$ cat src/rtl/pirq_defs.svh
// Register offsets, field positions and reset values of the peripheral interrupt enable block
`ifndef PIRQ_DEFS_SVH
`define PIRQ_DEFS_SVH

// Register byte offsets
`define PIRQ_OFF_ENABLE 4'h0
`define PIRQ_OFF_CONTROL 4'h4
`define PIRQ_OFF_FLAGS 4'h8
`define PIRQ_OFF_STATUS 4'hc
`define PIRQ_OFF_CLEAR 4'h0
`define PIRQ_OFF_IRQ_EN 4'h4
`define PIRQ_ADDR_W 5

// Full byte addresses (bit 4 selects the upper bank)
`define PIRQ_ADDR_ENABLE 5'h00
`define PIRQ_ADDR_CONTROL 5'h04
`define PIRQ_ADDR_FLAGS 5'h08
`define PIRQ_ADDR_STATUS 5'h0c
`define PIRQ_ADDR_CLEAR 5'h10
`define PIRQ_ADDR_IRQ_EN 5'h14

// Enable register bit positions
`define PIRQ_BIT_TIMER_ONE_GATE 7
`define PIRQ_BIT_ADC 6
`define PIRQ_BIT_SERIAL_RX 5
`define PIRQ_BIT_SERIAL_TX 4
`define PIRQ_BIT_SYNC_SERIAL 3
`define PIRQ_BIT_CAPCOMP_ONE 2
`define PIRQ_BIT_TIMER_TWO_MATCH 1
`define PIRQ_BIT_TIMER_ONE_OVERFLOW 0

// Control register bit positions
`define PIRQ_BIT_GLOBAL_EN 7
`define PIRQ_BIT_GROUP_EN 6

// Reset values
`define PIRQ_RST_ENABLE 8'h00
`define PIRQ_RST_CONTROL 8'h00
`define PIRQ_RST_STATUS 8'h00
`define PIRQ_RST_IRQ_EN 8'h00

`endif

$ cat src/rtl/pirq_pkg.sv
// Types shared by the peripheral interrupt enable block
package pirq_pkg;
   typedef logic [7:0] pirq_byte_t;
   typedef enum logic [1:0] {
      PIRQ_RESP_OKAY = 2'h0,
      PIRQ_RESP_DECERR = 2'h3
   } pirq_resp_t;
endpackage

$ cat src/rtl/pirq_enable.sv
// Peripheral interrupt enable register with gating and an AXI4-Lite slave
// Notes on behaviour
// - Eight-bit read/write enable register, one bit per peripheral source, cleared on reset.
// - No enabled peripheral interrupt reaches o_gated_flags or o_periph_irq_req unless the peripheral group enable is set.
// - Sync serial port interrupt reaches o_gated_flags and o_periph_irq_req only while its enable bit is set.
// - Serial receive interrupt reaches o_gated_flags and o_periph_irq_req only while its enable bit is set.
// - Capture/compare one interrupt reaches o_gated_flags and o_periph_irq_req only while its enable bit is set.
`timescale 1ns/1ps
`include "pirq_defs.svh"

module pirq_enable (
   input wire logic i_sys_clk,
   input wire logic i_reset,
   input wire logic [7:0] i_periph_flags,
   output logic [7:0] o_gated_flags,
   output logic o_periph_irq_req,
   output logic o_irq,
   input wire logic s_axi_awvalid,
   output logic s_axi_awready,
   input wire logic [31:0] s_axi_awaddr,
   input wire logic [2:0] s_axi_awprot,
   input wire logic s_axi_wvalid,
   output logic s_axi_wready,
   input wire logic [31:0] s_axi_wdata,
   input wire logic [3:0] s_axi_wstrb,
   output logic s_axi_bvalid,
   input wire logic s_axi_bready,
   output logic [1:0] s_axi_bresp,
   input wire logic s_axi_arvalid,
   output logic s_axi_arready,
   input wire logic [31:0] s_axi_araddr,
   input wire logic [2:0] s_axi_arprot,
   output logic s_axi_rvalid,
   input wire logic s_axi_rready,
   output logic [31:0] s_axi_rdata,
   output logic [1:0] s_axi_rresp
);

   ////////////////////////////////////////////////////////////////////////////////////////////
   // State

   pirq_pkg::pirq_byte_t enable_reg;
   pirq_pkg::pirq_byte_t control_reg;
   pirq_pkg::pirq_byte_t status_reg;
   pirq_pkg::pirq_byte_t irq_en_reg;
   pirq_pkg::pirq_byte_t flags_prev;
   logic aw_held;
   logic w_held;
   logic [31:0] aw_addr;
   logic [31:0] w_data;
   logic [3:0] w_strb;

   // Address decode shared by both channels
   function automatic logic addr_hit(input logic [31:0] addr, input logic [4:0] reg_addr);
      addr_hit = (addr[31:2] == {27'h0, reg_addr[4:2]});
   endfunction

   ////////////////////////////////////////////////////////////////////////////////////////////
   // Gating of peripheral flags

   wire global_en = control_reg[`PIRQ_BIT_GLOBAL_EN];
   wire group_en = control_reg[`PIRQ_BIT_GROUP_EN];
   wire [7:0] flags_enabled = i_periph_flags & enable_reg;
   wire [7:0] next_gated_flags = flags_enabled & {8{group_en}};
   wire next_periph_irq_req = global_en & (|next_gated_flags);
   wire [7:0] flag_rise = i_periph_flags & ~flags_prev;

   // Registered gated outputs
   always_ff @(posedge i_sys_clk) begin
      if (i_reset) begin
         o_gated_flags <= 8'h00;
         o_periph_irq_req <= 1'b0;
         flags_prev <= 8'h00;
      end else begin
         o_gated_flags <= next_gated_flags;
         o_periph_irq_req <= next_periph_irq_req;
         flags_prev <= i_periph_flags;
      end
   end

   ////////////////////////////////////////////////////////////////////////////////////////////
   // Write channel

   assign s_axi_awready = ~aw_held;
   assign s_axi_wready = ~w_held;
   wire do_write = aw_held & w_held & ~s_axi_bvalid;
   wire wr_lane0 = do_write & w_strb[0];
   wire wr_enable = wr_lane0 & addr_hit(aw_addr, `PIRQ_ADDR_ENABLE);
   wire wr_control = wr_lane0 & addr_hit(aw_addr, `PIRQ_ADDR_CONTROL);
   wire wr_clear = wr_lane0 & addr_hit(aw_addr, `PIRQ_ADDR_CLEAR);
   wire wr_irq_en = wr_lane0 & addr_hit(aw_addr, `PIRQ_ADDR_IRQ_EN);
   wire wr_mapped = addr_hit(aw_addr, `PIRQ_ADDR_ENABLE) | addr_hit(aw_addr, `PIRQ_ADDR_CONTROL)
      | addr_hit(aw_addr, `PIRQ_ADDR_FLAGS) | addr_hit(aw_addr, `PIRQ_ADDR_STATUS)
      | addr_hit(aw_addr, `PIRQ_ADDR_CLEAR) | addr_hit(aw_addr, `PIRQ_ADDR_IRQ_EN);
   wire [7:0] clear_bits = wr_clear ? w_data[7:0] : 8'h00;
   wire [7:0] next_status = (status_reg & ~clear_bits) | flag_rise; // Set wins over clear

   // Address and data capture, response
   always_ff @(posedge i_sys_clk) begin
      if (i_reset) begin
         aw_held <= 1'b0;
         w_held <= 1'b0;
         aw_addr <= 32'h0;
         w_data <= 32'h0;
         w_strb <= 4'h0;
         s_axi_bvalid <= 1'b0;
         s_axi_bresp <= 2'h0;
      end else begin
         if (s_axi_awvalid && !aw_held) begin
            aw_held <= 1'b1;
            aw_addr <= s_axi_awaddr;
         end
         if (s_axi_wvalid && !w_held) begin
            w_held <= 1'b1;
            w_data <= s_axi_wdata;
            w_strb <= s_axi_wstrb;
         end
         if (do_write) begin
            aw_held <= 1'b0;
            w_held <= 1'b0;
            s_axi_bvalid <= 1'b1;
            s_axi_bresp <= wr_mapped ? pirq_pkg::PIRQ_RESP_OKAY : pirq_pkg::PIRQ_RESP_DECERR;
         end else if (s_axi_bready) begin
            s_axi_bvalid <= 1'b0;
         end
      end
   end

   // Software registers
   always_ff @(posedge i_sys_clk) begin
      if (i_reset) begin
         enable_reg <= `PIRQ_RST_ENABLE;
         control_reg <= `PIRQ_RST_CONTROL;
         irq_en_reg <= `PIRQ_RST_IRQ_EN;
         status_reg <= `PIRQ_RST_STATUS;
      end else begin
         if (wr_enable) begin
            enable_reg <= w_data[7:0];
         end
         if (wr_control) begin
            control_reg <= w_data[7:0] & 8'hc0;
         end
         if (wr_irq_en) begin
            irq_en_reg <= w_data[7:0];
         end
         status_reg <= next_status;
      end
   end

   // Level interrupt from enabled sticky events
   assign o_irq = |(status_reg & irq_en_reg);

   ////////////////////////////////////////////////////////////////////////////////////////////
   // Read channel

   assign s_axi_arready = ~s_axi_rvalid;
   wire rd_take = s_axi_arvalid & ~s_axi_rvalid;
   wire rd_enable = addr_hit(s_axi_araddr, `PIRQ_ADDR_ENABLE);
   wire rd_control = addr_hit(s_axi_araddr, `PIRQ_ADDR_CONTROL);
   wire rd_flags = addr_hit(s_axi_araddr, `PIRQ_ADDR_FLAGS);
   wire rd_status = addr_hit(s_axi_araddr, `PIRQ_ADDR_STATUS);
   wire rd_irq_en = addr_hit(s_axi_araddr, `PIRQ_ADDR_IRQ_EN);
   wire rd_clear = addr_hit(s_axi_araddr, `PIRQ_ADDR_CLEAR);
   wire rd_mapped = rd_enable | rd_control | rd_flags | rd_status | rd_irq_en | rd_clear;
   wire [7:0] rd_byte = ({8{rd_enable}} & enable_reg) | ({8{rd_control}} & control_reg)
      | ({8{rd_flags}} & i_periph_flags) | ({8{rd_status}} & status_reg)
      | ({8{rd_irq_en}} & irq_en_reg);

   // Read data and response
   always_ff @(posedge i_sys_clk) begin
      if (i_reset) begin
         s_axi_rvalid <= 1'b0;
         s_axi_rdata <= 32'h0;
         s_axi_rresp <= 2'h0;
      end else if (rd_take) begin
         s_axi_rvalid <= 1'b1;
         s_axi_rdata <= {24'h0, rd_byte};
         s_axi_rresp <= rd_mapped ? pirq_pkg::PIRQ_RESP_OKAY : pirq_pkg::PIRQ_RESP_DECERR;
      end else if (s_axi_rready) begin
         s_axi_rvalid <= 1'b0;
      end
   end

   ////////////////////////////////////////////////////////////////////////////////////////////
   // Checks

   enable_reset_a: assert property (@(posedge i_sys_clk) i_reset |=> enable_reg == 8'h00)
      else $error("enable register not cleared by reset");

   enable_write_a: assert property (@(posedge i_sys_clk) disable iff (i_reset)
      wr_enable |=> enable_reg == $past(w_data[7:0]))
      else $error("enable register did not take written value");

   group_gate_a: assert property (@(posedge i_sys_clk) disable iff (i_reset)
      !group_en |=> o_gated_flags == 8'h00 && !o_periph_irq_req)
      else $error("interrupt passed without group enable");

   sync_serial_a: assert property (@(posedge i_sys_clk) disable iff (i_reset)
      ##1 o_gated_flags[`PIRQ_BIT_SYNC_SERIAL] == ($past(i_periph_flags[`PIRQ_BIT_SYNC_SERIAL])
      & $past(enable_reg[`PIRQ_BIT_SYNC_SERIAL]) & $past(group_en)))
      else $error("sync serial gating wrong");

   serial_rx_a: assert property (@(posedge i_sys_clk) disable iff (i_reset)
      ##1 o_gated_flags[`PIRQ_BIT_SERIAL_RX] == ($past(i_periph_flags[`PIRQ_BIT_SERIAL_RX])
      & $past(enable_reg[`PIRQ_BIT_SERIAL_RX]) & $past(group_en)))
      else $error("serial receive gating wrong");

   capcomp_one_a: assert property (@(posedge i_sys_clk) disable iff (i_reset)
      ##1 o_gated_flags[`PIRQ_BIT_CAPCOMP_ONE] == ($past(i_periph_flags[`PIRQ_BIT_CAPCOMP_ONE])
      & $past(enable_reg[`PIRQ_BIT_CAPCOMP_ONE]) & $past(group_en)))
      else $error("capture compare gating wrong");

   request_all_a: assert property (@(posedge i_sys_clk) disable iff (i_reset)
      ##1 o_periph_irq_req == ($past(global_en) & $past(group_en)
      & (|($past(i_periph_flags) & $past(enable_reg)))))
      else $error("request does not match flag and enables");

   bresp_hold_a: assert property (@(posedge i_sys_clk) disable iff (i_reset)
      s_axi_bvalid && !s_axi_bready |=> s_axi_bvalid && $stable(s_axi_bresp))
      else $error("write response dropped before taken");

   status_set_a: assert property (@(posedge i_sys_clk) disable iff (i_reset)
      flag_rise != 8'h00 |=> (status_reg & $past(flag_rise)) == $past(flag_rise))
      else $error("event lost against clear");

endmodule

$ cat config.mk
export PLATFORM = sky130hd
export DESIGN_NAME = pirq_enable
export DESIGN_NICKNAME = d
export VERILOG_FILES = /design/src/rtl/pirq_pkg.sv /design/src/rtl/pirq_enable.sv
export VERILOG_INCLUDE_DIRS = /design/src /design/src/rtl
export SDC_FILE = /design/constraint.sdc
export NUM_CORES = 1
export LEC_CHECK = 0
export BUFFER_PORTS_ARGS = -buffer_cell sky130_fd_sc_hd__buf_2
export CAP_MARGIN = 20
export CORE_UTILIZATION = 48
export DETAILED_ROUTE_END_ITERATION = 10
export PLACE_DENSITY = 0.89
export RECOVER_POWER = 25
export SYNTH_ARGS = -nofsm -noshare
export SYNTH_HDL_FRONTEND = slang
export SYNTH_SLANG_ARGS = --single-unit
$ cat constraint.sdc
create_clock -name i_sys_clk -period 2.38 [get_ports i_sys_clk]
set_input_delay 0.119 -clock i_sys_clk [delete_from_list [all_inputs] [get_ports i_sys_clk]]
set_output_delay 0.119 -clock i_sys_clk [all_outputs]
set_load 0.01 [all_outputs]
# Yosys cells after proc, flatten, opt, wreduce, memory -nomap -nowiden
# Index checks and enable logic that the tools add are counted.
[word_totals]
reg_bits = 100
out_inout_bits = 51
word_cells = 85
[op_classes]
eq_ne = 10
n_mux = 7
bitwise_logic = 40
reduce_logical = 11
[ops]
columns = ["operator", "count"]
rows = [
  ["$eq 30x2->1 const B", 4],
  ["$eq 30x3->1 const B", 4],
  ["$and 8x8->8", 10],
  ["$eq 30x1->1 const B", 2],
  ["$logic_not 30->1", 2],
  ["$or 8x8->8", 5],
  ["$not 8->8", 2],
  ["$reduce_or 8->1", 2],
  ["$or 1x1->1", 10],
  ["$and 1x1->1", 9],
  ["$mux 8", 1],
  ["$mux 1", 4],
  ["$mux 2", 2],
  ["$not 1->1", 4],
  ["$reduce_bool 2->1", 2],
  ["$logic_and 1x1->1", 2],
  ["$logic_not 1->1", 2],
  ["$reduce_or 2->1", 1],
]

# Logic depth before layout (Yosys ltp)
# Gate-level depths: netlist of run 1.
[logic_depth]
word_depth = 8
depth_mapped = 5

# Least setup slack after synthesis of run 1
# OpenSTA, ideal clock, no wires.
[synth_path]
path_type = "reg2reg"
from = "reg aw_addr[15]"
to = "reg irq_en_reg[0]"
arrival_time_ps = 1653
path_slack_ps = 656
path_stages_with_launch = 5
n_path_buf = 0
path_cell_list = "dfxtp_1 nor4_4 nand4_4 nor4_4 mux2i_1"
[synth_via]
elab_chain_len = 2
[synth_lines]
columns = ["item", "line_no", "text"]
rows = [
  ["start: declaration", "pirq_enable.sv:49", "logic [31:0] aw_addr;"],
  ["start signal: assignment", "pirq_enable.sv:111", "aw_addr <= s_axi_awaddr;"],
  ["$eq 30x3->1", "pirq_enable.sv:55", "addr_hit = (addr[31:2] == {27'h0, reg_addr[4:2]});"],
  ["$and 1x1->1", "pirq_enable.sv:91", "wire wr_irq_en = wr_lane0 & addr_hit(aw_addr, `PIRQ_ADDR_IRQ_EN);"],
  ["end signal: assignment", "pirq_enable.sv:134", "irq_en_reg <= `PIRQ_RST_IRQ_EN;"],
  ["end signal: assignment", "pirq_enable.sv:144", "irq_en_reg <= w_data[7:0];"],
  ["end: declaration", "pirq_enable.sv:45", "pirq_pkg::pirq_byte_t irq_en_reg;"],
]
# No other way between the ends.
# A chain may end at the register's enable or synchronous reset.

# Worst setup path in the final report of run 1
[layout_path]
from = "reg aw_held"
to = "reg status_reg[1]"
[layout_via]
elab_chain_len = 8
[layout_lines]
columns = ["item", "line_no", "text"]
rows = [
  ["start: declaration", "pirq_enable.sv:47", "logic aw_held;"],
  ["start signal: assignment", "pirq_enable.sv:101", "aw_held <= 1'b0;"],
  ["start signal: assignment", "pirq_enable.sv:110", "aw_held <= 1'b1;"],
  ["start signal: assignment", "pirq_enable.sv:119", "aw_held <= 1'b0;"],
  ["$and 1x1->1 (2 in a row)", "pirq_enable.sv:86", "wire do_write = aw_held & w_held & ~s_axi_bvalid;"],
  ["$and 1x1->1", "pirq_enable.sv:87", "wire wr_lane0 = do_write & w_strb[0];"],
  ["$and 1x1->1", "pirq_enable.sv:90", "wire wr_clear = wr_lane0 & addr_hit(aw_addr, `PIRQ_ADDR_CLEAR);"],
  ["$mux 8", "pirq_enable.sv:95", "wire [7:0] clear_bits = wr_clear ? w_data[7:0] : 8'h00;"],
  ["$not 8->8", "pirq_enable.sv:96", "wire [7:0] next_status = (status_reg & ~clear_bits) | flag_rise;"],
  ["$and 8x8->8", "pirq_enable.sv:96", ""],
  ["$or 8x8->8", "pirq_enable.sv:96", ""],
  ["end signal: assignment", "pirq_enable.sv:135", "status_reg <= `PIRQ_RST_STATUS;"],
  ["end signal: assignment", "pirq_enable.sv:146", "status_reg <= next_status;"],
  ["end: declaration", "pirq_enable.sv:44", "pirq_pkg::pirq_byte_t status_reg;"],
]
# No other way between the ends.

==> impl_metrics.tcl, run 1 <==
set metrics [dict create \
    outcome "complete, but fails checks" \
    violations "max-capacitance violations, max-slew violations" \
    max_slew_margin_pct -2.45 \
    fp.dieH_um 95.1 \
    top_usage_layer "met2" \
    groute.usage.overall_pct 23.2 \
    htreeDepth 3 \
    grt_pass1_wl_um 15900 \
    clk_latency_ns 0.37 \
    fin_setup_tns_ns 0 \
    drive_above_1_share_pct 21.9 \
    cp-start-kind "flip-flop" \
    cts_tree "built" \
    yosys_warnings 0 \
    hold_class "input port to flip-flop" \
    fin_skew_ns 0.0136 \
    largest_register "aw_addr" \
    layout.nets 722 \
    synth_area_um2 4160 \
    syn2layout_area_growth_pct 26.0 \
    cp.required_ns 2.55 \
    fin_crit_sh_pct 83.0 \
    wl_um 10400 \
    ys_seq_area_share_pct 46.2 \
    dr.pass1.iters 5 \
    grt_max_degree 87 \
    max_freq_mhz 506 \
    ir_drop_mv 0.439 \
    p_per_area_nw_per_um2 608 \
    post-route-min-period_ns 1.98 \
    p_leak_nw 2.10 \
    clkTransAtPathRegs_ns 0.11 \
    grt_setup_unrepaired "false" \
    critPathMaxFanout 8 \
    gr-usage-met3_pct 6.78 \
    cts.path.max_buffers 2 \
    gp_congestion 0.809 \
    drc 0 \
    netlist_instances 462 \
    grt_pass1_vias 3514 \
    rows 33 \
    die_area_um2 9040 \
    fin_area_um2 5240 \
    cts_root_buf "clkbuf_8" \
    whs_ns 0.0193 \
    initial_utilization_pct 50.1 \
    crit_type "flip-flop to flip-flop" \
    maxSlewViolCount 87 \
    placed_cell_area_um2 4680 \
    maxCapViolations 1 \
    avgSynthCellArea_um2 9.00 \
    drt_iter0_markers 154 \
    rrSetupSlack_ns 0.40 \
    cpMaxStageDelayCell "nor4_4" \
    cts_buffers 9 \
    crit_path_cell_trace "and3b_1 > nand4_4 > nor4_4 > a311oi_1" \
    hpwl_um 6980 \
    yosysUniqueCellTypes 32 \
    ys_ff_latch 96 \
    critPathMaxStageDelay_ns 0.62 \
    ios 172 \
    via_count 3753 \
    wire_per_inst_um 14.7 \
    hold_buffers 35 \
    end_kind "flip-flop" \
    grt-ovfl-total 0 \
    use_met1_pct 25.8 \
    hold_violations 0 \
    viasPerCell 5.28 \
    clock_sinks 96 \
    grt_use_met2_pct 42.1 \
    worst_pin_slew_ns 1.54 \
    arrival_ns 2.14 \
    post-cts-setup-buffers 0 \
    core_um2 8300 \
    ctsResizeCount 0 \
    grt_antenna_before_repair 0 \
    largest_reg_flops 30 \
    setup_viol 0 \
    ant_nets 0 \
    io_buffer_count 110 \
    insertedDiodeCount 0 \
    die-width_um 95.1 \
]
[placed cells by master (no fill, tap or decap), types with 8 or more instances in the layout]
master,Yosys,final
conb_1,1,24
a22oi_1,14,14
a21oi_1,40,40
nor4_4,8,8
dlygate4sd3_1,0,39
dfxtp_1,96,96
nor2b_1,20,19
nand2_1,97,97
a311oi_1,8,8
nor2_1,17,17
nand2b_1,37,37
clkbuf_8,0,9
mux2i_1,24,24
buf_2,0,97
clkbuf_1,21,13
o22a_1,8,8
[critical path, delay by kind of cell (launching register included)]
kind            cells  cell delay [ns]
simple gates        3             1.15
flops               1             0.42
compound gates      1             0.21
[synthesized netlist by cell type, drive strengths merged]
cell	count	area (µm²)
nand2	97	364
dfxtp	96	1920
a21oi	40	200
nand2b	37	231
buf	27	199
mux2i	24	240
clkbuf	21	78.8
nor2b	20	125
nor2	17	63.8
nor4	15	214
a22oi	14	105
a311oi	8	70.1
o21ai	8	40.0
o22a	8	70.1
nand4	6	67.6
nor3	6	41.3
a211oi	4	30.0
inv	4	15.0
mux2	2	22.5
and2	1	6.26
and3b	1	8.76
conb	1	3.75
nand3	1	5.00
nor3b	1	7.51
or2b	1	8.76
or3	1	6.26
or4b	1	10.0
[worst paths after layout]
| check | from | end | depth (start not counted) |
|---|---|---|---|
| min reg2reg | aw_addr[28] | aw_addr[28] | 2 |
| max reg2reg | aw_held | status_reg[1] | 4 |
| max | aw_held | status_reg[1] | 4 |
| min | i_periph_flags[5] | flags_prev[5] | 2 |
[layout make-up]
type                    count  area [µm²]
fillers                   666        3060
multi-input cells         337        2030
flip-flops and latches     96        1920
inverters                   4        15.0
repair buffers            153         952
well taps                 105         131
clock buffers               9         124
clock inverters             7        63.8
[stage by stage]
step / utilization (%) / setup slack, ns / std cells / total power, W
final: 63.1 / 0.405 / 711 / 0.00319
after global routing: 63.1 / 0.232 / 711 / 0.00332
after CTS: 62.9 / 0.403 / 707 / 0.00317
after detailed placement: 56.4 / 0.456 / 656 / 0.00213
after global placement: 56.4 / 0.543 / 656 / 0.00211
after floorplan: - / 0.656 / 485 / 0.00202
[power by group]
group | leakage (nW) | internal (W) | switching (W)
Clock | 0.0956 | 0.000406 | 0.000629
Sequential | 0.785 | 0.00167 | 0.0000556
Combinational | 1.22 | 0.000206 | 0.000219
[metal layers]
metal	wire length (µm)	part of all wire [%]
met1	4050	39
met3	963	9.2
met5	0	0
met4	178	1.7
met2	5250	50
[logic make-up after synthesis]
kind of cell	after synthesis	synth area share (%)
AOI/OAI and AO/OA	82	12.4
buffers and inverters	52	7.04
DFF	96	46.2
muxes	26	6.32
other	1	0.0902
and+or+nand+nor	205	27.9
No activity file was read; power rests on OpenSTA's default activity.
==> inputs of run 2 (changes only) <==
==> constraint.sdc (replaced) <==
create_clock -name i_sys_clk -period 2 [get_ports i_sys_clk]
set_input_delay 0.1 -clock i_sys_clk [delete_from_list [all_inputs] [get_ports i_sys_clk]]
set_output_delay 0.1 -clock i_sys_clk [all_outputs]
set_load 0.01 [all_outputs]
==> run 2 against run 1 <==
  * The flow now finishes without violations
  * Non-clock buffer count up 9
  * Utilization is 0.98 points higher
  * Power is 19% higher
  * Critical path depth rose by 1
  * Critical endpoint is now irq_en_reg[0]
  * Largest cell class unchanged
==> impl_metrics.tcl, run 2 (synthesized netlist as in run 1, its figures left out) <==
set metrics [dict create \
    outcome "finished clean" \
    clock_sinks 96 \
    placed_cell_area_um2 4700 \
    cts_buffers 9 \
    drive_above_1_share_pct 20.5 \
    p_int_w 0.00273 \
    hpwl_um 6920 \
    top_layer "met4" \
    fp.dieH_um 95.1 \
    crit_type "flip-flop to flip-flop" \
    seqPwrFrac_pct 54.0 \
    p_leak_nw 2.10 \
    gp_congestion 0.843 \
    insertedDiodeCount 0 \
    dr.pass1.iters 4 \
    nFillCells 644 \
    setup_viol 0 \
    critPathMaxStageDelay_ns 0.35 \
    wl_met2_um 5140 \
    route.met3.wl_um 797 \
    largest_register "aw_addr" \
    wl_um 10400 \
    grt_pass1_wl_um 16700 \
    drt-met1-wl_um 4180 \
    cp-start-kind "flip-flop" \
    cts_root_buf "clkbuf_8" \
    grt_antenna_before_repair 0 \
    maxCapViolations 0 \
    htreeDepth 3 \
    switchingPower_w 0.00108 \
    combPwrFrac_pct 13.5 \
    largest_reg_flops 30 \
    core_um2 8300 \
    die_area_um2 9040 \
    grt_setup_unrepaired "false" \
    ff_latch_area_um2 1920 \
    max_freq_mhz 568 \
    crit_path_cell_trace "nor4_4 > nand4_4 > nor4_4 > buf_4 > mux2i_1" \
    max_slew_margin_pct 51.5 \
    layout.nets 731 \
    critPathMostFrequentCell "nor4_4" \
    grt_max_degree 85 \
    syn2layout_area_growth_pct 28.0 \
    path_delay_family "simple AND/OR/NAND/NOR gates" \
    drc 0 \
    post-route-min-period_ns 1.76 \
    grt-ovfl-total 0 \
    p_per_area_nw_per_um2 715 \
    cp.required_ns 2.30 \
    power_frac_clock_pct 32.5 \
    ctsResizeCount 0 \
    clk_latency_ns 0.37 \
    cpMaxStageDelayCell "dfxtp_1" \
    switching_share_pct 28.3 \
    ir_drop_mv 0.386 \
    grt_pass1_vias 3682 \
    fin_skew_ns 0.0205 \
    multi_input_area_um2 2030 \
    rows 33 \
    clkTransAtPathRegs_ns 0.11 \
    arrival_ns 2.06 \
    final_cell_mix "nand2_1, dfxtp_1, buf_2" \
    cts_tree "built" \
    cts.path.max_buffers 2 \
    ios 172 \
    end_kind "flip-flop" \
    final_common_cell "nand2_1" \
    groute.usage.overall_pct 24.2 \
    fin_crit_sh_pct 88.0 \
    critPathMaxFanout 8 \
    fin_setup_tns_ns 0 \
    path_buf_inv 1 \
    ant_nets 0 \
    die-width_um 95.1 \
    worst_pin_slew_ns 0.727 \
    drt_iter0_markers 170 \
    viasPerCell 5.19 \
    maxSlewViolCount 0 \
    initial_utilization_pct 50.1 \
    fin_area_um2 5320 \
    via_count 3734 \
    hold_violations 0 \
    hold_class "input port to flip-flop" \
    wire_per_inst_um 14.5 \
    io_buffer_count 110 \
]
==> run 2: changes by cell type in the layout (fill, tap and decap cells not counted) <==
cell	before	now
buf_2	97	87
clkbuf_1	13	23
dlygate4sd3_1	39	45
buf_4	3	7
clkbuf_2	1	0
clkinv_2	1	0
clkinv_4	1	2
clkinv_8	0	1
inv_8	3	2
==> run 2: area by class of cell <==
cell class,count,area share [%]
multi-input cells,337,38.2
well taps,105,2.47
clock buffers,9,2.33
flip-flops and latches,96,36.1
clock inverters,7,1.36
inverters,4,0.282
repair buffers,162,19.3
==> run 2: through the flow <==
stage | total power (W) | worst slack [ns] | std cells | util, % | hold WS [ns]
CTS | 0.00383 | 0.230 | 720 | 64.5 | 0.0107
finish | 0.00380 | 0.241 | 720 | 64.1 | 0.0310
floorplan | 0.00241 | 0.276 | 485 | - | 0.199
global route | 0.00400 | 0.110 | 720 | 64.1 | 0.00963
global placement | 0.00251 | 0.330 | 659 | 56.7 | 0.287
detailed placement | 0.00253 | 0.262 | 659 | 56.7 | 0.295
==> run 2: power groups by stage <==
stage / logic (W) / clock network, W / registers (W)
2_1_floorplan: 0.000323 / 0 / 0.00208
3_3_place_gp: 0.000421 / 0 / 0.00209
3_5_place_dp: 0.000436 / 0 / 0.00210
4_1_cts: 0.000506 / 0.00127 / 0.00205
5_1_grt: 0.000565 / 0.00137 / 0.00206
6_report: 0.000513 / 0.00124 / 0.00205
==> run 2: metal layers <==
layer / up-vias / track usage, %
met5: - / 0
met4: 0 / 12.0
met3: 28 / 5.98
met2: 180 / 42.6
met1: 1692 / 27.0
li1: 1834 / -
==> run 2: worst paths after layout <==
| check | startpoint | endpoint | slack (ns) | cells past startpoint |
|---|---|---|---|---|
| max | aw_addr[15] | irq_en_reg[0] | 0.24 | 5 |
| min | i_periph_flags[6] | o_gated_flags[6] | 0.03 | 3 |
| max reg2reg | aw_addr[15] | irq_en_reg[0] | 0.24 | 5 |
| min reg2reg | aw_addr[28] | aw_addr[28] | 0.46 | 2 |
==> run 2: timing repair <==
action                                 in CTS  in global routing
hold buffers                               45                  0
setup endpoints to repair                   0                  0
buffers inserted                            0                  0
endpoints found under the hold margin      44                  0
==> run 2: worst min-delay path, delay by kind of cell <==
family,cells,cell delay (ns)
buffers and inverters,1,0.13
and+or+nand+nor,2,0.13
==> inputs of run 3 (changes only) <==
--- a/config.mk
+++ b/config.mk
@@ -8,10 +8,11 @@
 export LEC_CHECK = 0
 export BUFFER_PORTS_ARGS = -buffer_cell sky130_fd_sc_hd__buf_2
 export CAP_MARGIN = 20
-export CORE_UTILIZATION = 48
+export CELL_PAD_IN_SITES_DETAIL_PLACEMENT = 1
+export CELL_PAD_IN_SITES_GLOBAL_PLACEMENT = 2
+export CORE_UTILIZATION = 27
 export DETAILED_ROUTE_END_ITERATION = 10
-export PLACE_DENSITY = 0.89
-export RECOVER_POWER = 25
+export PLACE_DENSITY = 0.88
 export SYNTH_ARGS = -nofsm -noshare
 export SYNTH_HDL_FRONTEND = slang
 export SYNTH_SLANG_ARGS = --single-unit
==> run 3 against run 2 <==
  * Via count is 4.7% lower
  * Critical path depth unchanged
  * Sequential share of layout area rose by 0.31 points
  * Global-route usage down 10 points
  * Sequential cell count unchanged
  * Die area up 76%
  * Routed wire length grew 3.8%
  * Non-clock buffer count down 25
  * Clock skew decreased by 0.014 ns
  * Critical path type unchanged
==> impl_metrics.tcl, run 3 (synthesized netlist as in run 1, its figures left out) <==
set metrics [dict create \
    outcome "finished clean" \
    rows 44 \
    whs_ns 0.00500 \
    ctsResizeCount 0 \
    cp.required_ns 2.26 \
    grt_pass1_wl_um 17900 \
    nFillCells 1747 \
    viasPerCell 4.61 \
    post-cts-setup-buffers 0 \
    final_cell_mix "buf_2, nand2_1, dfxtp_1" \
    rrSetupSlack_ns 0.21 \
    die_area_um2 15900 \
    wire_per_inst_um 14.0 \
    cts_buffers 9 \
    insertedDiodeCount 0 \
    ant_nets 0 \
    p_leak_nw 2.13 \
    largest_register "aw_addr" \
    p_per_area_nw_per_um2 790 \
    gp_congestion 0.759 \
    ios 172 \
    grt_antenna_before_repair 0 \
    die-width_um 126 \
    maxCapViolations 0 \
    cp-start-kind "flip-flop" \
    grt-ovfl-total 0 \
    worst_pin_slew_ns 0.571 \
    final_common_cell "buf_2" \
    hpwl_um 8270 \
    placed_cell_area_um2 4810 \
    grt_setup_unrepaired "false" \
    hold_violations 0 \
    htreeDepth 3 \
    fin_setup_tns_ns 0 \
    wl_um 10800 \
    via_count 3560 \
    r2r-end "irq_en_reg[1]" \
    cts_root_buf "clkbuf_16" \
    hold_class "input port to flip-flop" \
    cp-endpoint "irq_en_reg[1]" \
    setup_viol 0 \
    ff2ff_path_depth 5 \
    syn2layout_area_growth_pct 26.9 \
    arrival_ns 2.05 \
    drt_iter0_markers 129 \
    fin_crit_sh_pct 89.4 \
    ir_drop_mv 0.397 \
    max_slew_margin_pct 61.9 \
    critPathMaxFanout 8 \
    clk_latency_ns 0.34 \
    crit_type "flip-flop to flip-flop" \
    max_freq_mhz 559 \
    cts_tree "built" \
    initial_utilization_pct 28.2 \
    dpl_worst_slack_ns 0.219 \
    groute.usage.overall_pct 14.1 \
    fin_skew_ns 0.00693 \
    largest_reg_flops 30 \
    post-route-min-period_ns 1.79 \
    fin_area_um2 5280 \
    drc 0 \
    cts.path.max_buffers 2 \
    fp.dieH_um 126 \
    clock_sinks 96 \
    crit_start "aw_addr[27]" \
    dr.pass1.iters 4 \
    end_kind "flip-flop" \
    core_um2 14800 \
    fin_ws_ns 0.212 \
    r2r-start "aw_addr[27]" \
    drive_above_1_share_pct 25.0 \
    hold_buffers 19 \
    io_buffer_count 110 \
    clkTransAtPathRegs_ns 0.06 \
    layout.nets 706 \
    grt_max_degree 63 \
    maxSlewViolCount 0 \
    final_util_pct 35.8 \
    grt_pass1_vias 3684 \
]
==> run 3: per-layer routing <==
metal,global-route usage [%],vias to the layer above,routed length [µm]
met4,4.32,0,141
met1,17.1,1654,5020
li1,-,1771,-
met2,24.2,122,5010
met5,0,-,0
met3,3.91,13,661
==> run 3: power by group <==
| part | total [W] | internal [W] | switching (W) |
|---|---|---|---|
| sequential | 0.00206 | 0.00199 | 0.0000657 |
| clock | 0.00164 | 0.000950 | 0.000689 |
| combinational | 0.000475 | 0.000221 | 0.000254 |
| total | 0.00417 | 0.00316 | 0.00101 |
==> run 3: worst max-delay path, stage by stage, from the launching register on <==
cell and delay, ns:
dfxtp_1 0.31, nor3_1 0.38, nand4_4 0.24, nor4_4 0.28, buf_4 0.24, mux2i_1 0.25
==> run 3: how the worst min path moves through the flow <==
stage | from | end | slack, ns | cells past startpoint
global route | s_axi_awaddr[8] | aw_addr[8] | 0.01 | 3
detailed placement | s_axi_rready | s_axi_rvalid | 0.29 | 2
finish | s_axi_awaddr[8] | aw_addr[8] | 0.005 | 3
global placement | s_axi_rready | s_axi_rvalid | 0.29 | 2
floorplan | s_axi_rready | s_axi_rvalid | 0.20 | 1
CTS | s_axi_awaddr[30] | aw_addr[30] | 0.0002 | 3
==> run 3: area by class of cell <==
type | count | area [µm²] | share of cell area, %
timing repair buffer | 137 | 801 | 15.2
inverter | 4 | 15.0 | 0.285
multi-input combinational | 337 | 2030 | 38.5
tap | 184 | 230 | 4.36
clock buffer | 10 | 229 | 4.34
clock inverter | 4 | 47.5 | 0.901
sequential | 96 | 1920 | 36.4
==> run 3: through the flow <==
stage	instances	power, W
2_1_floorplan	485	0.00241
3_3_place_gp	739	0.00253
3_5_place_dp	739	0.00255
4_1_cts	772	0.00422
5_1_grt	772	0.00436
6_report	772	0.00417
